[config.mk]
export PLATFORM = sky130hd
export DESIGN_NAME = dtvi_top
export DESIGN_NICKNAME = d
export VERILOG_FILES = /design/src/dtvi_pkg.sv /design/src/dtvi_top.sv
export SDC_FILE = /design/constraint.sdc
export NUM_CORES = 1
export LEC_CHECK = 0
export ABC_AREA = 1
export BUFFER_PORTS_ARGS = -buffer_cell sky130_fd_sc_hd__buf_2
export CELL_PAD_IN_SITES_DETAIL_PLACEMENT = 1
export CELL_PAD_IN_SITES_GLOBAL_PLACEMENT = 1
export CORE_ASPECT_RATIO = 1.5
export CORE_MARGIN = 5
export CORE_UTILIZATION = 41
export DETAILED_ROUTE_END_ITERATION = 10
export PLACE_DENSITY = 0.75
export SLEW_MARGIN = 10
export SYNTH_ARGS = -nofsm -noshare
export SYNTH_HDL_FRONTEND = slang
export SYNTH_SLANG_ARGS = --single-unit
[constraint.sdc]
create_clock -name clk_i -period 3.8 [get_ports clk_i]
set_input_delay 0 -clock clk_i [delete_from_list [all_inputs] [get_ports clk_i]]
set_output_delay 0 -clock clk_i [all_outputs]
set_load 0.02 [all_outputs]
[src/dtvi_pkg.sv]
// Package for the dual timer and vectored interrupt block
package dtvi_pkg;
    // Register offsets
    localparam logic [7:0] ADDR_TMR = 8'hF1;
    localparam logic [7:0] ADDR_CNT1 = 8'hF2;
    localparam logic [7:0] ADDR_SECOND_PRESCALER = 8'hF3;
    localparam logic [7:0] ADDR_CNT0 = 8'hF4;
    localparam logic [7:0] ADDR_FIRST_PRESCALER = 8'hF5;
    localparam logic [7:0] ADDR_IPR = 8'hF9;
    localparam logic [7:0] ADDR_IRQ = 8'hFA;
    localparam logic [7:0] ADDR_IMR = 8'hFB;
    localparam logic [7:0] ADDR_CMP = 8'hE0;
    // Timer mode register field positions
    localparam int TMR_LOAD0 = 0;
    localparam int TMR_RUN0 = 1;
    localparam int TMR_LOAD1 = 2;
    localparam int TMR_RUN1 = 3;
    localparam int TMR_INMODE_LO = 4;
    localparam int TMR_INMODE_HI = 5;
    localparam int TMR_EXTCLK = 6;
    // Prescaler field positions
    localparam int PRE_AUTO = 0;
    localparam int PRE_INT = 1;
    localparam int PRE_DIV_LO = 2;
    localparam int PRE_DIV_HI = 7;
    // Mask register global enable bit
    localparam int IMR_GLOBAL = 7;
    // Reset values
    localparam logic [7:0] TMR_RESET = 8'h00;
    localparam logic [7:0] PRE_RESET = 8'h00;
    localparam logic [7:0] IMR_RESET = 8'h00;
    localparam logic [7:0] IPR_RESET = 8'h00;
    localparam logic [5:0] IRQ_RESET = 6'h00;
    // Internal clock divides by four for both timers
    localparam logic [1:0] INT_DIV_LAST = 2'h3;
    // Number of interrupt sources
    localparam int NUM_IRQ = 6;
    // External timer input modes
    typedef enum logic [1:0] {
        DTVI_IN_CLOCK = 2'h0,
        DTVI_IN_GATE = 2'h1,
        DTVI_IN_TRIG_NR = 2'h2,
        DTVI_IN_TRIG_R = 2'h3
    } dtvi_inmode_type;
    // Register bus request carrier
    typedef struct packed {
        logic [7:0] addr;
        logic [7:0] wdata;
        logic wr;
        logic rd;
    } dtvi_bus_type;
    // Grant answer carrier
    typedef struct packed {
        logic valid;
        logic [2:0] source;
        logic [7:0] vector_addr;
    } dtvi_grant_type;
endpackage

[src/dtvi_top.sv]
// Dual 8-bit timers with prescalers and a six source vectored interrupt unit
`timescale 1ns/100ps
// Notes on behaviour
// - Two 8-bit counters, each with 6-bit prescaler
// - Second prescaler internal or external; first internal
// - Prescalers divide by 1 through 64
// - Counters decrement per pulse from 1..256
// - Both at end raise timer request
// - Start, stop, continue, or reload counter
// - Single-pass halts; auto reload continues
// - Counters readable unchanged; prescalers not readable
// - Second clock: internal/4 or port input
// - Pin is clock, trigger, or gate
// - Six requests: three falls, rise, timers
// - Mask enables globally and per request
// - Programmable priority picks among pending requests
// - Grant disables interrupts; core saves state
// - Vector byte pair at twice source index
// - Comparator outputs feed edge requests when enabled
// - Timers and edges active while halted
module dtvi_top
    import dtvi_pkg::*;
(
    input wire logic clk_i, // 40 MHz clock
    input wire logic arst_n_i, // Asynchronous reset, active low
    input wire dtvi_pkg::dtvi_bus_type bus_i, // Register bus request
    output logic [7:0] rdata_o, // Read data, one cycle after read
    input wire logic port_input_one_i, // Pin, also timer input
    input wire logic port_input_two_i, // Pin
    input wire logic port_input_three_i, // Pin, reference
    input wire logic cmp_a_i, // First comparator output
    input wire logic cmp_b_i, // Second comparator output
    input wire logic int_cycle_i, // Core runs an interrupt machine cycle
    output dtvi_pkg::dtvi_grant_type grant_o, // Granted source and vector
    output logic irq_o, // Level interrupt request
    output logic wake_o // Enabled request pending, resumes halted core
);
    import dtvi_pkg::*;

    // Reset release synchroniser
    logic [1:0] rst_sync_reg;
    logic rst_n;
    always_ff @(posedge clk_i or negedge arst_n_i) begin
        if (!arst_n_i) begin
            rst_sync_reg <= 2'h0;
        end else begin
            rst_sync_reg <= {rst_sync_reg[0], 1'b1};
        end
    end
    assign rst_n = rst_sync_reg[1];

    // Pin synchronisers: five inputs, two stages, then one history stage
    logic [4:0] pin_raw;
    logic [4:0] sync1_reg; // First stage, read only by second
    logic [4:0] sync2_reg; // Second stage
    logic [4:0] hist_reg; // Previous synchronised value
    assign pin_raw = {cmp_b_i, cmp_a_i, port_input_three_i, port_input_two_i, port_input_one_i};
    // Pins idle high: resetting to the idle level keeps a false edge out after reset
    always_ff @(posedge clk_i or negedge rst_n) begin
        if (!rst_n) begin
            sync1_reg <= 5'h1F;
            sync2_reg <= 5'h1F;
            hist_reg <= 5'h1F;
        end else begin
            sync1_reg <= pin_raw;
            sync2_reg <= sync1_reg;
            hist_reg <= sync2_reg;
        end
    end

    // Registers
    logic [7:0] tmr_reg; // Timer mode register
    logic [7:0] pre_reg [2]; // Prescaler setups, write only
    logic [7:0] init_reg [2]; // Initial counter values
    logic [7:0] ipr_reg; // Interrupt priority register
    logic [7:0] imr_reg; // Interrupt mask register
    logic cmp_en_reg; // Comparator enable
    logic [5:0] irq_reg; // Pending flags
    logic [5:0] irq_next;
    logic [7:0] cnt_reg [2]; // Counter values
    logic [5:0] pscnt_reg [2]; // Prescaler counts
    logic [1:0] div4_reg; // Internal divide-by-four
    logic trig_run_reg; // Trigger has started second timer
    logic [1:0] eoc; // End of count events
    logic [1:0] load_req; // Reload from initial value

    // Edge sources, optionally from comparators
    logic p1_fall, p2_fall, p2_rise, p3_fall, tin_level, tin_rise;
    always_comb begin
        if (cmp_en_reg) begin
            p1_fall = hist_reg[3] & ~sync2_reg[3];
            p2_fall = hist_reg[4] & ~sync2_reg[4];
            p2_rise = ~hist_reg[4] & sync2_reg[4];
            tin_level = sync2_reg[3];
            tin_rise = ~hist_reg[3] & sync2_reg[3];
        end else begin
            p1_fall = hist_reg[0] & ~sync2_reg[0];
            p2_fall = hist_reg[1] & ~sync2_reg[1];
            p2_rise = ~hist_reg[1] & sync2_reg[1];
            tin_level = sync2_reg[0];
            tin_rise = ~hist_reg[0] & sync2_reg[0];
        end
        p3_fall = hist_reg[2] & ~sync2_reg[2];
    end

    // Register writes
    always_ff @(posedge clk_i or negedge rst_n) begin
        if (!rst_n) begin
            tmr_reg <= TMR_RESET;
            pre_reg[0] <= PRE_RESET;
            pre_reg[1] <= PRE_RESET;
            init_reg[0] <= 8'h00;
            init_reg[1] <= 8'h00;
            ipr_reg <= IPR_RESET;
            cmp_en_reg <= 1'b0;
        end else if (bus_i.wr) begin
            case (bus_i.addr)
                ADDR_TMR: tmr_reg <= bus_i.wdata;
                ADDR_FIRST_PRESCALER: pre_reg[0] <= bus_i.wdata;
                ADDR_SECOND_PRESCALER: pre_reg[1] <= bus_i.wdata;
                ADDR_CNT0: init_reg[0] <= bus_i.wdata;
                ADDR_CNT1: init_reg[1] <= bus_i.wdata;
                ADDR_IPR: ipr_reg <= bus_i.wdata;
                ADDR_CMP: cmp_en_reg <= bus_i.wdata[0];
                default: ;
            endcase
        end
    end

    // Load request bits are not self-clearing; a set bit keeps reloading until software clears it
    assign load_req = {tmr_reg[TMR_LOAD1], tmr_reg[TMR_LOAD0]};

    // Second timer clock source and input mode
    dtvi_inmode_type in_mode;
    logic int_tick, ext_sel, tick1_src, run1_gate;
    assign in_mode = dtvi_inmode_type'(tmr_reg[TMR_INMODE_HI:TMR_INMODE_LO]);
    assign int_tick = (div4_reg == INT_DIV_LAST);
    assign ext_sel = tmr_reg[TMR_EXTCLK] && (in_mode == DTVI_IN_CLOCK);
    always_comb begin
        tick1_src = ext_sel ? tin_rise : int_tick;
        run1_gate = 1'b1;
        case (in_mode)
            DTVI_IN_GATE: run1_gate = tin_level;
            DTVI_IN_TRIG_NR, DTVI_IN_TRIG_R: run1_gate = trig_run_reg;
            default: run1_gate = 1'b1;
        endcase
    end

    // Divide-by-four for the internal count clock; runs while core halts
    always_ff @(posedge clk_i or negedge rst_n) begin
        if (!rst_n) begin
            div4_reg <= 2'h0;
        end else begin
            div4_reg <= div4_reg + 2'h1;
        end
    end

    // Trigger state: retriggerable restarts, nonretriggerable only while not running
    logic trig_fire;
    assign trig_fire = tin_rise && ((in_mode == DTVI_IN_TRIG_R) ||
                       (in_mode == DTVI_IN_TRIG_NR && !trig_run_reg));
    always_ff @(posedge clk_i or negedge rst_n) begin
        if (!rst_n) begin
            trig_run_reg <= 1'b0;
        end else if (trig_fire) begin
            trig_run_reg <= 1'b1;
        end else if (eoc[1]) begin
            trig_run_reg <= 1'b0;
        end
    end

    // Timer channels: prescaler then counter
    genvar g;
    generate
        for (g = 0; g < 2; g++) begin : g_tim
            logic run, tick, ps_end;
            logic halt_reg; // Single pass has stopped at zero
            assign run = tmr_reg[g ? TMR_RUN1 : TMR_RUN0] && (g ? run1_gate : 1'b1);
            assign tick = g ? tick1_src : int_tick;
            assign ps_end = (pscnt_reg[g] == 6'h00);
            assign eoc[g] = run && tick && ps_end && (cnt_reg[g] == 8'h01);
            always_ff @(posedge clk_i or negedge rst_n) begin
                if (!rst_n) begin
                    pscnt_reg[g] <= 6'h00;
                    cnt_reg[g] <= 8'h00;
                    halt_reg <= 1'b1;
                end else if (load_req[g] || (g == 1 && trig_fire)) begin
                    pscnt_reg[g] <= pre_reg[g][PRE_DIV_HI:PRE_DIV_LO] - 6'h01;
                    cnt_reg[g] <= init_reg[g];
                    halt_reg <= 1'b0;
                end else if (run && tick && !halt_reg) begin
                    if (ps_end) begin
                        pscnt_reg[g] <= pre_reg[g][PRE_DIV_HI:PRE_DIV_LO] - 6'h01;
                        if (cnt_reg[g] == 8'h01) begin
                            // Auto reload keeps counting, single pass halts at zero
                            cnt_reg[g] <= pre_reg[g][PRE_AUTO] ? init_reg[g] : 8'h00;
                            halt_reg <= !pre_reg[g][PRE_AUTO];
                        end else begin
                            // Zero wraps to all ones, so a loaded zero counts 256
                            cnt_reg[g] <= cnt_reg[g] - 8'h01;
                        end
                    end else begin
                        pscnt_reg[g] <= pscnt_reg[g] - 6'h01;
                    end
                end
            end
        end
    endgenerate

    // Prescaler source bit is kept for software; the ticks are chosen above
    logic [1:0] unused_pre_int;
    assign unused_pre_int = {pre_reg[1][PRE_INT], pre_reg[0][PRE_INT]};

    // Priority resolution: rotate by priority register, lowest index wins
    logic [5:0] active;
    logic [2:0] rot;
    logic [2:0] win;
    logic any_win;
    assign active = irq_reg & imr_reg[5:0] & {6{imr_reg[IMR_GLOBAL]}};
    assign rot = (ipr_reg[2:0] > 3'h5) ? 3'h0 : ipr_reg[2:0];
    always_comb begin
        win = 3'h0;
        any_win = 1'b0;
        for (int i = 5; i >= 0; i--) begin
            if (active[(i + rot) % NUM_IRQ]) begin
                win = 3'((i + rot) % NUM_IRQ);
                any_win = 1'b1;
            end
        end
    end

    // Grant when the core runs an interrupt machine cycle
    logic grant_now;
    assign grant_now = int_cycle_i && any_win;
    always_ff @(posedge clk_i or negedge rst_n) begin
        if (!rst_n) begin
            grant_o <= '0;
        end else begin
            grant_o.valid <= grant_now;
            grant_o.source <= grant_now ? win : grant_o.source;
            grant_o.vector_addr <= grant_now ? {4'h0, win, 1'b0} : grant_o.vector_addr;
        end
    end

    // Interrupt mask: software writes; grant clears the global enable
    always_ff @(posedge clk_i or negedge rst_n) begin
        if (!rst_n) begin
            imr_reg <= IMR_RESET;
        end else begin
            // Software write lands; a grant in the same cycle still closes the global enable
            if (bus_i.wr && bus_i.addr == ADDR_IMR) begin
                imr_reg <= bus_i.wdata;
            end
            if (grant_now) begin
                imr_reg[IMR_GLOBAL] <= 1'b0;
            end
        end
    end

    // Pending flags: sources set, software or grant clears, set wins
    logic [5:0] set_vec;
    assign set_vec = {eoc[1], eoc[0], p2_rise, p1_fall, p3_fall, p2_fall};
    always_comb begin
        irq_next = irq_reg;
        if (bus_i.wr && bus_i.addr == ADDR_IRQ) begin
            irq_next = bus_i.wdata[5:0];
        end else if (bus_i.rd && bus_i.addr == ADDR_IRQ) begin
            // Reading the flags clears them; an event in the same cycle survives
            irq_next = 6'h00;
        end
        if (grant_now) begin
            irq_next[win] = 1'b0;
        end
        irq_next = irq_next | set_vec;
    end
    always_ff @(posedge clk_i or negedge rst_n) begin
        if (!rst_n) begin
            irq_reg <= IRQ_RESET;
        end else begin
            irq_reg <= irq_next;
        end
    end

    // Interrupt outputs
    assign irq_o = |active;
    assign wake_o = |active;

    // Read data: counters read live, prescalers read zero
    always_ff @(posedge clk_i or negedge rst_n) begin
        if (!rst_n) begin
            rdata_o <= 8'h00;
        end else if (bus_i.rd) begin
            case (bus_i.addr)
                ADDR_TMR: rdata_o <= {tmr_reg[7:4], tmr_reg[3], 1'b0, tmr_reg[1], 1'b0};
                ADDR_CNT0: rdata_o <= cnt_reg[0];
                ADDR_CNT1: rdata_o <= cnt_reg[1];
                ADDR_IPR: rdata_o <= ipr_reg;
                ADDR_IRQ: rdata_o <= {2'h0, irq_reg};
                ADDR_IMR: rdata_o <= imr_reg;
                ADDR_CMP: rdata_o <= {7'h00, cmp_en_reg};
                default: rdata_o <= 8'h00;
            endcase
        end else begin
            rdata_o <= 8'h00;
        end
    end

    // Assertions
    property p_grant_clears;
        @(posedge clk_i) disable iff (!rst_n)
        grant_now |=> !imr_reg[IMR_GLOBAL];
    endproperty
    a_grant_clears: assert property (p_grant_clears) else $error("grant left interrupts on");
    property p_vector;
        @(posedge clk_i) disable iff (!rst_n)
        grant_now |=> grant_o.valid && grant_o.vector_addr == {4'h0, $past(win), 1'b0};
    endproperty
    a_vector: assert property (p_vector) else $error("wrong vector");
    property p_eoc_flag;
        @(posedge clk_i) disable iff (!rst_n)
        eoc[0] |=> irq_reg[4];
    endproperty
    a_eoc_flag: assert property (p_eoc_flag) else $error("timer flag missing");
    property p_mask;
        @(posedge clk_i) disable iff (!rst_n)
        !imr_reg[IMR_GLOBAL] |-> !irq_o;
    endproperty
    a_mask: assert property (p_mask) else $error("masked request raised");
    property p_read_cnt;
        @(posedge clk_i) disable iff (!rst_n)
        bus_i.rd && bus_i.addr == ADDR_CNT0 |=> rdata_o == $past(cnt_reg[0]);
    endproperty
    a_read_cnt: assert property (p_read_cnt) else $error("counter read wrong");
    property p_pre_hidden;
        @(posedge clk_i) disable iff (!rst_n)
        bus_i.rd && bus_i.addr == ADDR_FIRST_PRESCALER |=> rdata_o == 8'h00;
    endproperty
    a_pre_hidden: assert property (p_pre_hidden) else $error("prescaler readable");
    property p_single;
        @(posedge clk_i) disable iff (!rst_n)
        eoc[0] && !pre_reg[0][PRE_AUTO] && !load_req[0] |=> cnt_reg[0] == 8'h00;
    endproperty
    a_single: assert property (p_single) else $error("single pass did not halt");
    property p_fall;
        @(posedge clk_i) disable iff (!rst_n)
        p3_fall |=> irq_reg[1];
    endproperty
    a_fall: assert property (p_fall) else $error("edge flag missing");
    c_grant: cover property (@(posedge clk_i) disable iff (!rst_n) grant_now);
    c_eoc1: cover property (@(posedge clk_i) disable iff (!rst_n) eoc[1]);
    c_rise: cover property (@(posedge clk_i) disable iff (!rst_n) p2_rise);
endmodule

# Word level (Yosys, flattened, before mapping)
# Cells that the tools add are included.
[op_classes] addsub=12 n_div=6 magnitude_cmp=9 eq_ne=15 n_mux=67 bitwise_logic=23 n_reduce_logical=48
[op_table] operator="$lt 32x4->1 const B" n=6
[op_table] operator="$mod 32x3->32 const B" n=5
[op_table] operator="$mux 8" n=12
[op_table] operator="$eq 8x8->1 const B" n=9
[op_table] operator="$pmux 8 s7" n=1
[op_table] operator="$mux 6" n=9
[op_table] operator="$mod 3x3->32 const B" n=1
[op_table] operator="$mux 1" n=30
[op_table] operator="$sub 6x1->6 const B" n=4
[op_table] operator="$mux 3" n=7
[op_table] operator="$and 6x6->6" n=3
[op_table] operator="$bmux 1 s3" n=6
[op_table] operator="$reduce_and 2->1" n=9
[op_table] operator="$logic_and 1x1->1" n=17
[op_table] operator="$eq 8x1->1 const B" n=2
[op_table] operator="$reduce_bool 2->1" n=8
[op_table] operator="$sub 8x1->8 const B" n=2
[op_table] operator="$logic_not 6->1" n=2
[op_table] operator="$and 1x1->1" n=9
[op_table] operator="$not 1->1" n=9
[op_table] operator="$add 2x3->4 const A" n=2
[op_table] operator="$add 3x3->4 const A" n=2
[op_table] operator="$eq 2x2->1 const B" n=3
[op_table] operator="$not 6->6" n=1
[op_table] operator="other kinds (15)" n=21
[word_totals] regBits=125 input_bits=26 elab_cells=205

# Depth between registers and ports, before layout
# Gate-level depths: netlist (run 1).
[depth] ltp_word=20 depth_mapped=29 depth_no_buf=29

# Worst setup path before layout (run 1)
# OpenSTA, ideal clock, no wires.
[synth_timing] path_type="register to register" startpoint="register ipr_reg[1]" endpoint="register irq_reg[4]" arrival_ns=2.752 required_ns=3.680 setup_slack_ns=0.927 path_stages_with_launch=23 path_buffers=0 synth_period_minus_slack_ns=2.873 cell_sequence="dfrtp_1 > inv_1 > nor2_1 > ha_1 > nand3_2 > nand2_1 > ha_1 > nor2_1 > nand3_1 > nand2_1 > nand2_1 > nand2_1 > nand2_2 > nand2_1 > nand3_1 > nand2_2 > nor2_2 > nand4_1 > nand2_2 > inv_4 > nand3_1 > o21ai_1 > nand2_1"
[synth_via] word_cells_on_any_way=47 cone_classes="add/sub: 5; div: 6; order compare: 3; mux: 28; bitwise: 3; reduce/logical: 2"
[synth_rtl] item="start, declared" line="dtvi_top.sv:75" rtl="logic [7:0] ipr_reg;"
[synth_rtl] item="start signal, assigned" line="dtvi_top.sv:123" rtl="ADDR_IPR: ipr_reg <= bus_i.wdata;"
[synth_rtl] item="$gt 3x3->1" line="dtvi_top.sv:220" rtl="assign rot = (ipr_reg[2:0] > 3'h5) ? 3'h0 : ipr_reg[2:0];"
[synth_rtl] item="$mux 3 *" line="dtvi_top.sv:220"
[synth_rtl] item="$add 3x3->4" line="dtvi_top.sv:225" rtl="if (active[(i + rot) % NUM_IRQ]) begin"
[synth_rtl] item="$mod 32x3->32" line="dtvi_top.sv:225"
[synth_rtl] item="$bmux 1 s3" line="dtvi_top.sv:225"
[synth_rtl] item="$mux 1 (implied by the code)" line="dtvi_top.sv:225"
[synth_rtl] item="$mux 1 (5 in series)" line="dtvi_top.sv:225"
[synth_rtl] item="$mux 1 *" line="dtvi_top.sv:225"
[synth_rtl] item="$logic_and 1x1->1 *" line="dtvi_top.sv:234" rtl="assign grant_now = int_cycle_i && any_win;"
[synth_rtl] item="named net grant_now" line="dtvi_top.sv:233" rtl="logic grant_now;"
[synth_rtl] item="$mux 6 *" line="dtvi_top.sv:271" rtl="if (grant_now) begin"
[synth_rtl] item="$or 6x6->6 *" line="dtvi_top.sv:274" rtl="irq_next = irq_next | set_vec;"
[synth_rtl] item="named net irq_next[4]" line="dtvi_top.sv:79" rtl="logic [5:0] irq_next;"
[synth_rtl] item="end signal, assigned" line="dtvi_top.sv:280" rtl="irq_reg <= irq_next;"
[synth_rtl] item="end, declared" line="dtvi_top.sv:78" rtl="logic [5:0] irq_reg;"
# The timed path passes the listed nets; every way through them passes the cells marked *. The select of a mux whose other input is x is not followed.
# A chain may end at the register's enable or synchronous reset.

# Worst setup path after layout (run 1)
[layout_timing] startpoint="register ipr_reg[1]" endpoint="register irq_reg[1]"
[layout_via] elab_chain_len=20 word_cells_on_any_way=47 cone_classes="add/sub: 5; div: 6; order compare: 3; mux: 28; bitwise: 3; reduce/logical: 2"
[layout_lines] item="$gt 3x3->1" line="dtvi_top.sv:220"
[layout_lines] item="$mux 3 *" line="dtvi_top.sv:220"
[layout_lines] item="$add 3x3->4" line="dtvi_top.sv:225, dtvi_top.sv:226"
[layout_lines] item="$mod 32x3->32" line="dtvi_top.sv:225, dtvi_top.sv:226"
[layout_lines] item="$bmux 1 s3" line="dtvi_top.sv:225"
[layout_lines] item="$mux 1 (implied by the code)" line="dtvi_top.sv:225"
[layout_lines] item="$mux 3 (6 in series)" line="dtvi_top.sv:225"
[layout_lines] item="$lt 3x4->1 (implied by the code) or $ge 3x1->1 (tied branches)" line="dtvi_top.sv:272" rtl="irq_next[win] = 1'b0;"
[layout_lines] item="$logic_and 1x1->1 (implied by the code)" line="dtvi_top.sv:272"
[layout_lines] item="$mux 1 (implied by the code)" line="dtvi_top.sv:272"
[layout_lines] item="$demux 1 s3" line="dtvi_top.sv:272"
[layout_lines] item="$not 6->6 (no source line)"
[layout_lines] item="$and 6x6->6 (no source line)"
[layout_lines] item="$mux 6 *" line="dtvi_top.sv:271"
[layout_lines] item="$or 6x6->6 *" line="dtvi_top.sv:274"
[layout_lines] item="named net irq_next[1]" line="dtvi_top.sv:79"
# Marked as above.

==> results of run 1 <==
[critical path, delay by kind of cell, from the launching register on]
family,cells,cell delay (ns)
and+or+nand+nor,18,1.82
AOI/OAI and AO/OA,1,0.26
buffers and inverters,1,0.14
DFF,1,0.42
adders and majority gates,2,0.59
[cell families after synthesis]
group / after synthesis / synth area share
AOI/OAI and AO/OA: 171 / 0.146
xor gates and xnor gates: 17 / 0.0219
adders and majority gates: 20 / 0.0368
buffers and inverters: 132 / 0.0791
DFF: 123 / 0.456
other: 2 / 0.00110
and+or+nand+nor: 398 / 0.259
[worst min path at each step]
stage	start	end	depth (start not counted)
floorplan	arst_n_i	rst_sync_reg[0]$_DFF_PN0_	0
detailed placement	arst_n_i	rst_sync_reg[0]$_DFF_PN0_	1
CTS	bus_i[3]	imr_reg[1]$_DFFE_PN0P_	3
global route	bus_i[3]	tmr_reg[1]$_DFFE_PN0P_	3
global placement	arst_n_i	rst_sync_reg[0]$_DFF_PN0_	1
finish	bus_i[3]	tmr_reg[1]$_DFFE_PN0P_	3
[cell usage in the layout (no fill, tap or decap), types with 13 or more instances in the layout]
cell and count:
a21oi_1 25, clkbuf_16 17, inv_1 100, dfstp_2 17, buf_2 42, nand3_1 71
o21ai_0 92, nand2_2 13, dfrtp_1 105, nor2_1 54, ha_1 20, nand2_1 217
[where the power goes]
group / switching [W] / internal (W) / total [W]
Clock: 0.000615 / 0.00110 / 0.00171
Combinational: 0.000573 / 0.000297 / 0.000870
Sequential: 0.000150 / 0.00148 / 0.00163
[routing by layer]
layer  global-route usage  vias to the layer above  wire, µm
met5                    0                        -         0
met4               0.0873                        0       636
met3               0.0361                       35       473
met2                0.424                       91     11600
met1                0.258                     3027      8290
li1                     -                     2956         -
[per-stage QoR]
stage | total power (W) | instances | utilization | cell area (µm²)
6_report | 0.00421 | 1135 | 0.487 | 7920
3_3_place_gp | 0.00248 | 1091 | 0.441 | 7180
5_1_grt | 0.00445 | 1135 | 0.487 | 7920
4_1_cts | 0.00425 | 1135 | 0.487 | 7920
2_1_floorplan | 0.00225 | 867 | - | 6820
3_5_place_dp | 0.00250 | 1091 | 0.441 | 7180
[area by class of cell]
class                      instances  area, µm²
clock buffer                      18        429
multi-input combinational        612       3180
inverter                         107        407
clock inverter                    14        196
sequential                       123       3100
tap                              206        258
fill                            2017       8340
timing repair buffer              55        350
==> impl_results.md, run 1 <==
- Status: completed
- Fin crit period: 3.35 ns
- GRT overflow: 0
- First-pass GRT wire length: roughly 34000 µm
- Worst setup endpoint: irq_reg[1]$_DFF_PN0_
- Vias per inst: ~5.4
- FF-to-FF setup slack: about 0.45 ns
- Sequential fraction of the synthesis area: 0.456
- CTS Sinks: around 120
- CTS clock-pin slew for the worst setup and hold paths: 0.06 ns
- Worst r2r dst: irq_reg[1]$_DFF_PN0_
- Initial Utilization: 0.418
- Asr flop ratio synth: 1.00
- Core Region: 0.0163 mm²
- Most frequent cell after synthesis: nand2_1
- RSZ-0062 raised after global routing: false
- Drt drc: 0
- CTS buffer count: 17
- Root Driver: clkbuf_16
- Flops & latches, synth: 123
- Top cell type's share of synthesized area: 0.390
- Peak VDD IR: ~0.00032 V
- Slew @ Worst Pin: 0.917 ns
- Total vias in the final route: just over 6000
- Die H: ~170 µm
- Die area: 0.0193 mm²
- Slowest cell on crit path: dfrtp_1
- Final net count: 962
- Num ports: between 40 and 50
- Largest net degree at the start of global routing: between 60 and 70
- Hold Crit Class: in -> reg
- Post-Synthesis Cells: 863
- Synth Area per Inst: ~7.9 µm²
- Post-synth EDFFs: 0
- Post-synthesis cell area: 0.00680 mm²
- Routed len/inst: between 15 and 20 µm
- Post-synth top cells: nand2_1, dfrtp_1, inv_1
- Setup TNS: 0 ns
- HPWL after DPL: about 15000 µm
- CP startpoint: ipr_reg[1]$_DFFE_PN0P_
- Setup Fix Bufs, Post-CTS: 0
- CTS H-tree lvls: 4
- Synth area leaders: dfrtp_1, nand2_1, o21ai_0
- CP Capture Type: flop
- Distinct cells, synth: between 40 and 50
- Initial antenna violation count: 0
- CTS tree: yes
- Die W: ~120 µm
- Fmax: slightly below 300 MHz
- Clk Latency, worst-skew pair: 0.42 ns
- Depth of the most critical reg-to-reg path: 22
- GP Congestion: 0.860
- Share of cells above drive strength 1: 0.143
- Crit-path max FO: 6
- MaxCap Viol Count: 0
- DRT antenna net count: 0
- Area Overhead vs Synth: 16.5%
- Crit Path Class: reg -> reg
- Row cnt: 57
- Clock Path Buffers: 2
- R2r startpoint: ipr_reg[1]$_DFFE_PN0P_
- DR iter-0 viols: about 300
- Post-synth top area cell: dfrtp_1
- Max incr delay on CP: between 0.4 and 0.5 ns
- Final Setup Violations: 0
- Final hold slack: between 0.009 and 0.01 ns
- CP dominant cell by count: nand2_1
- Post-route setup slack: around 0.45 ns
- Hold Buf Count CTS: 12
- Pre-CTS WS: about 0.44 ns
- GRT Overall Usage: 0.229
- Skew final: ~0.015 ns
- Port bufs: between 40 and 50
- Synth warnings: 0
- Slew Limit Fails: 0
- Total wire length: 21000 µm
- Ys flop type: dfrtp_1
- Setup crit start kind: flop
- Diodes inserted: 0
- Drt pass-1 iters: 4
- Worst slew margin relative to its limit: 0.389
- Post_cts resized: 0
- Critical Path RT: between 4 and 5 ns
- Vias in the first global route: around 6600
- Worst path arrival time: around 3.7 ns
- Final hold violations: 0
- Final Cycle Share: 0.883
- Leakage: approximately 3.8 nW
- CP Cell Sequence: inv_1, nor2_1, ha_1, nand3_2, nand2_1, ha_1, nor2_1, nand3_1, nand2_1, nand3_1, nand2_2, nand2_1, nand3_1, nand2_2, nand2_1, nand3_1, nand2_1, nand2_1, a21boi_2, nand3_1, nand2_1, nand2_1
- Power Dens Cells: between 500 and 600 mW/mm²
No activity file was read; power rests on OpenSTA's default activity.
==> inputs of run 2 (changes only) <==
CORE_UTILIZATION = 43   (was 41)
CTS_BUF_LIST = sky130_fd_sc_hd__clkbuf_8   (was not set)
clock period = 3.5 ns   (was 3.8 ns; I/O delays follow)
==> impl_results.md, run 2 (synthesis results as in run 1) <==
- Post-route setup slack: about 0.35 ns
- Worst r2r dst: irq_reg[2]$_DFF_PN0_
- Depth of the most critical reg-to-reg path: 25
- Drt drc: 0
- CTS H-tree lvls: 4
- Vias per inst: 5.43
- Routed len/inst: about 18 µm
- FF-to-FF setup slack: ~0.35 ns
- Initial antenna violation count: 0
- Final hold slack: ~0.012 ns
- Root Driver: clkbuf_8
- Largest net degree at the start of global routing: 61
- Reg area: 0.00310 mm²
- Pre-CTS WS: approximately 0.074 ns
- Num ports: 48
- Die H: 164 µm
- Power Dens Cells: 500 mW/mm²
- R2r startpoint: ipr_reg[1]$_DFFE_PN0P_
- GRT overflow: 0
- HPWL after DPL: approximately 16000 µm
- CTS clock-pin slew for the worst setup and hold paths: ~0.07 ns
- GP Congestion: just over 0.9
- Initial Utilization: 0.435
- Status: completed
- Final hold violations: 0
- Clock Path Buffers: 2
- Peak VDD IR: roughly 0.00025 V
- Crit-path max FO: 12
- CP Capture Type: flop
- Finished Layout Cells: 1134
- Row cnt: 56
- Critical Path RT: approximately 3.8 ns
- Setup crit start kind: flop
- Multi-input logic area: roughly 0.0032 mm²
- Fin crit period: around 3.1 ns
- Final Cycle Share: 0.900
- Die W: around 110 µm
- MaxCap Viol Count: 0
- Hold worst-path end: pre_reg[14]$_DFFE_PN0P_
- Vias in the first global route: 6714
- Final Setup Violations: 0
- Hold Crit Class: in -> reg
- Final net count: between 900 and 1000
- Most frequent cells in the layout: nand2_1, dfrtp_1, inv_1
- Worst path arrival time: between 3 and 4 ns
- Hold path depth: 3
- Crit Path Class: reg -> reg
- Slew Limit Fails: 0
- Total wire length: ~20000 µm
- Clk Latency, worst-skew pair: between 0.4 and 0.5 ns
- Fmax: ~320 MHz
- First-pass GRT wire length: around 34000 µm
- Area Overhead vs Synth: 12.9%
- CTS tree: yes
- Commonest non-fill, non-tap cell in the layout: nand2_1
- Drt pass-1 iters: 5
- Total vias in the final route: ~6000
- Hold wc startpoint: bus_i[8]
- DP Cell Count: between 1000 and 1500
- Setup TNS: 0 ns
- Skew final: around 0.014 ns
- Slew @ Worst Pin: ~0.8 ns
- CTS buffer count: 17
- Share of cells above drive strength 1: 0.148
- DRT antenna net count: 0
- Core Region: 0.0156 mm²
- Diodes inserted: 0
- DR iter-0 viols: 313
- Leakage: ~3.7 nW
- Port bufs: 42
- CTS Sinks: between 100 and 150
- Worst slew margin relative to its limit: 0.475
- GRT Overall Usage: 0.232
- Die area: roughly 0.018 mm²
- Fill count: 1961
-- run 2: cell types whose count changed in the layout (fill, tap and decap cells not counted), moves of 2 or more --
cell / before / now
bufinv_16: 4 / 1
buf_4: 0 / 2
clkbuf_8: 0 / 18
clkbuf_16: 17 / 0
clkinv_2: 2 / 6
clkinv_4: 4 / 2
-- run 2: worst max-delay path by stage --
stage / startpoint / endpoint / depth (start not counted)
6_report: ipr_reg[1]$_DFFE_PN0P_ / irq_reg[2]$_DFF_PN0_ / 25
5_1_grt: ipr_reg[1]$_DFFE_PN0P_ / irq_reg[1]$_DFF_PN0_ / 25
4_1_cts: ipr_reg[1]$_DFFE_PN0P_ / irq_reg[1]$_DFF_PN0_ / 22
3_5_place_dp: ipr_reg[1]$_DFFE_PN0P_ / irq_reg[1]$_DFF_PN0_ / 22
3_3_place_gp: ipr_reg[1]$_DFFE_PN0P_ / irq_reg[1]$_DFF_PN0_ / 22
2_1_floorplan: ipr_reg[1]$_DFFE_PN0P_ / irq_reg[4]$_DFF_PN0_ / 22
-- run 2: repair_timing --
action,CTS,global route
resized for setup,0,6
endpoints found under the hold margin,20,0
hold buffers,12,0
setup endpoints to repair,0,10
buffers inserted,0,1
-- run 2: area by class of cell --
| cell class | instances | area share |
|---|---|---|
| Clock buffer | 18 | 0.0322 |
| Clock inverter | 14 | 0.0140 |
| Inverter | 107 | 0.0529 |
| Multi-Input combinational cell | 612 | 0.416 |
| Sequential cell | 123 | 0.404 |
| Tap cell | 203 | 0.0331 |
| Timing Repair Buffer | 57 | 0.0475 |
-- run 2: layer usage --
metal	track usage	share of wire	vias up	wire length [µm]
met4	0.122	0.047	0	952
met5	0	0	-	0
met3	0.0350	0.027	55	541
met2	0.419	0.53	111	10800
met1	0.264	0.39	3044	7980
li1	-	-	2951	-
-- run 2: power by group --
| group | switching [W] | total [W] | internal (W) |
|---|---|---|---|
| clock network | 0.000573 | 0.00114 | 0.000567 |
| logic | 0.000622 | 0.000951 | 0.000329 |
| registers | 0.000151 | 0.00175 | 0.00160 |
-- run 2: worst max-delay path, stage by stage, from the launching register on --
cell	delay (ns)
dfrtp_1	0.44
nand2_4	0.09
nand2_4	0.13
inv_4	0.08
ha_1	0.23
inv_1	0.06
nand3_1	0.10
nand2_2	0.13
inv_1	0.05
ha_1	0.26
nor2_1	0.10
nand3_1	0.08
nand2_1	0.11
nand2_1	0.08
nand2_1	0.11
nand2_2	0.09
nand2_1	0.06
nand3_1	0.08
nand2_2	0.09
nor2_2	0.05
nand4_1	0.08
nand2_2	0.13
inv_4	0.11
nand3_1	0.09
o21ai_1	0.14
nand2_1	0.06
-- run 2: through the flow --
step,instance area [µm²],total power (W),util
final,7680,0.00385,0.492
after global routing,7680,0.00411,0.492
after CTS,7660,0.00389,0.490
after detailed placement,7180,0.00272,0.460
after global placement,7180,0.00267,0.460
after floorplan,6820,0.00244,-
==> inputs of run 3 (changes only) <==
ABC_AREA = not set   (was 1)
PLACE_DENSITY = 0.72   (was 0.75)
==> impl_results.md, run 3 <==
- Status: completed
- Ys flop type: dfrtp_1
- Hold Crit Class: in -> reg
- CTS H-tree lvls: 4
- Post-synth top area cell: dfrtp_1
- Crit-path max FO: 10
- Post-synthesis xor/xnor area fraction: 0.0112
- Port bufs: 42
- Fin crit period: 3.41 ns
- GRT overflow: 0
- CP startpoint: ipr_reg[0]$_DFFE_PN0P_
- Die area: ~0.019 mm²
- Final Cycle Share: 0.973
- Distinct cells, synth: between 80 and 90
- Peak VDD IR: 0.000422 V
- Post-route setup slack: about 0.094 ns
- Initial Utilization: 0.436
- Worst slew margin relative to its limit: 0.446
- CTS tree: yes
- Fin area: between 0.008 and 0.009 mm²
- Drt drc: 0
- Clock Path Buffers: 2
- Setup crit start kind: flop
- Root Driver: clkbuf_8
- Initial antenna violation count: 0
- HPWL after DPL: 15600 µm
- RSZ-0062 raised after global routing: true
- Power, Total: around 0.0040 W
- Slew @ Worst Pin: around 0.8 ns
- Cell Area, Placed: roughly 0.0076 mm²
- Simple-Gate Fraction of Synth Area: 0.165
- Slew Limit Fails: 0
- Crit Path Class: reg -> reg
- Synth warnings: 0
- Drt pass-1 iters: 5
- CTS Sinks: approximately 120
- MaxCap Viol Count: 0
- Slowest cell on crit path: dfrtp_1
- Depth of the most critical reg-to-reg path: 14
- Num ports: 48
- Worst path arrival time: approximately 3.7 ns
- Asr flop ratio synth: 1.00
- CP Cell Sequence: a21bo_4, inv_12, buf_6, ha_4, nor4bb_2, a22o_1, or3b_1, a211o_1, o21a_1, a222oi_1, a311oi_2, buf_4, nand3b_4, a221o_1
- Post-synthesis compound-gate area fraction: 0.183
- Clk Latency, worst-skew pair: between 0.4 and 0.5 ns
- Most frequent cell after synthesis: dfrtp_1
- Commonest non-fill, non-tap cell in the layout: dfrtp_1
- Share of cells above drive strength 1: 0.293
- Sequential fraction of the synthesis area: 0.439
- Total vias in the final route: 6008
- DR iter-0 viols: between 300 and 400
- Post-synth EDFFs: 0
- Row cnt: 57
- Post-synth top cells: dfrtp_1, nor2_1, mux2_2
- FF-to-FF setup slack: about 0.094 ns
- Setup TNS: 0 ns
- Vias per inst: roughly 6.0
- Synth area leaders: dfrtp_1, mux2_2, dfstp_2
- Max incr delay on CP: roughly 0.39 ns
- Critical Path RT: between 3 and 4 ns
- Final hold violations: 0
- DRT antenna net count: 0
- Post-Synthesis Cells: 711
- GP Congestion: slightly below 1
- Die W: between 100 and 150 µm
- CTS clock-pin slew for the worst setup and hold paths: 0.09 ns
- Power Dens Cells: 481 mW/mm²
- Worst r2r dst: irq_reg[1]$_DFF_PN0_
- Fmax: a little under 300 MHz
- Skew final: about 0.019 ns
- R2r startpoint: ipr_reg[0]$_DFFE_PN0P_
- Post-Synth Adder-Cell Area: 0.0354
- Worst setup endpoint: irq_reg[1]$_DFF_PN0_
- Synth Area per Inst: 9.93 µm²
- Most frequent cells in the layout: dfrtp_1, nor2_1, mux2_2
- Final net count: around 830
- Core Region: about 0.016 mm²
- First-pass GRT wire length: 34700 µm
- Post-synthesis mux area share: 0.115
- GRT Overall Usage: 0.232
- CTS buffer count: 17
- Die H: about 170 µm
- Flops & latches, synth: between 100 and 150
- Post-synthesis cell area: 0.00706 mm²
- Leakage: between 3 and 4 nW
- Vias in the first global route: 6475
- Total wire length: about 22000 µm
- Final Setup Violations: 0
- Routed len/inst: roughly 22 µm
- Diodes inserted: 0
- Largest family of logic cells by synthesized area: compound AO/OA/AOI/OAI gates
- Top cell type's share of synthesized area: 0.376
- Pre-CTS WS: -0.0469 ns
- Area Overhead vs Synth: 19.0%
- CP Capture Type: flop
- Largest net degree at the start of global routing: between 60 and 70
run 3: changes by cell type in the layout (fill, tap and decap cells not counted), moves of 14 or more:
cell     before  now
o21ai_0      92   50
nand3_1      71   25
a21oi_1      25   39
mux2i_1       0   16
buf_4         2   31
nand2_1     217   46
mux2_2        0   54
inv_1       101   26
run 3: final cells by class:
type | count | area, µm²
fillers | 1800 | 7790
multi-input cells | 521 | 3840
flip-flops and latches | 123 | 3100
repair buffers | 90 | 627
well taps | 206 | 258
clock buffers | 18 | 248
clock inverters | 14 | 181
inverters | 32 | 145
run 3: worst min path at each step:
| stage | startpoint | depth (start not counted) | slack (ns) | to |
|---|---|---|---|---|
| after floorplan | arst_n_i | 0 | -0.30 | rst_sync_reg[0]$_DFF_PN0_ |
| after global placement | arst_n_i | 1 | -0.22 | rst_sync_reg[0]$_DFF_PN0_ |
| after detailed placement | arst_n_i | 1 | -0.21 | rst_sync_reg[0]$_DFF_PN0_ |
| after CTS | bus_i[7] | 2 | 0.02 | pre_reg[5]$_DFFE_PN0P_ |
| after global routing | bus_i[6] | 2 | 0.02 | pre_reg[12]$_DFFE_PN0P_ |
| final | bus_i[6] | 2 | 0.03 | pre_reg[12]$_DFFE_PN0P_ |
run 3: kinds of logic (layout without fill, tap and decap cells):
family | count (synthesis) | after routing
multiplexers | 73 | 73
AND/OR/NAND/NOR | 223 | 223
XOR/XNOR | 9 | 9
other | 2 | 6
flip-flops | 123 | 123
AO/OA/AOI/OAI | 190 | 190
adder cells (fa/ha/maj) | 20 | 20
buffers and inverters | 71 | 154
run 3: per-layer routing:
layer,track usage,part of all wire,vias up
met5,0,0,-
met4,0.0946,0.032,0
met3,0.0345,0.030,42
met2,0.433,0.56,138
met1,0.256,0.38,3080
li1,-,-,2748
run 3: critical path: cells and delay by family (launching register included):
kind | cells | cell delay, ns
simple gates | 3 | 0.70
compound gates | 7 | 1.67
flops | 1 | 0.39
fa+ha+maj | 1 | 0.17
buf+inv | 3 | 0.35
run 3: repair_timing:
action / in CTS / in global routing
setup endpoints to repair: 2 / 7
gates resized for setup: 15 / 22
hold endpoints to repair: 29 / 1
setup buffers: 6 / 2
hold buffers: 12 / 1
pin swaps: 11 / 14
run 3: stage by stage:
step	cells	hold WS, ns	util
floorplan	715	-0.296	-
global placement	951	-0.216	0.469
detailed placement	951	-0.214	0.469
CTS	1001	0.0181	0.510
global route	1004	0.0159	0.519
finish	1004	0.0309	0.519
run 3: power breakdown:
| part | leakage [nW] | total, W | switching (W) | internal [W] |
|---|---|---|---|---|
| logic | 1.99 | 0.000915 | 0.000534 | 0.000381 |
| registers | 1.59 | 0.00176 | 0.000181 | 0.00158 |
| clock network | 0.215 | 0.00136 | 0.000625 | 0.000739 |
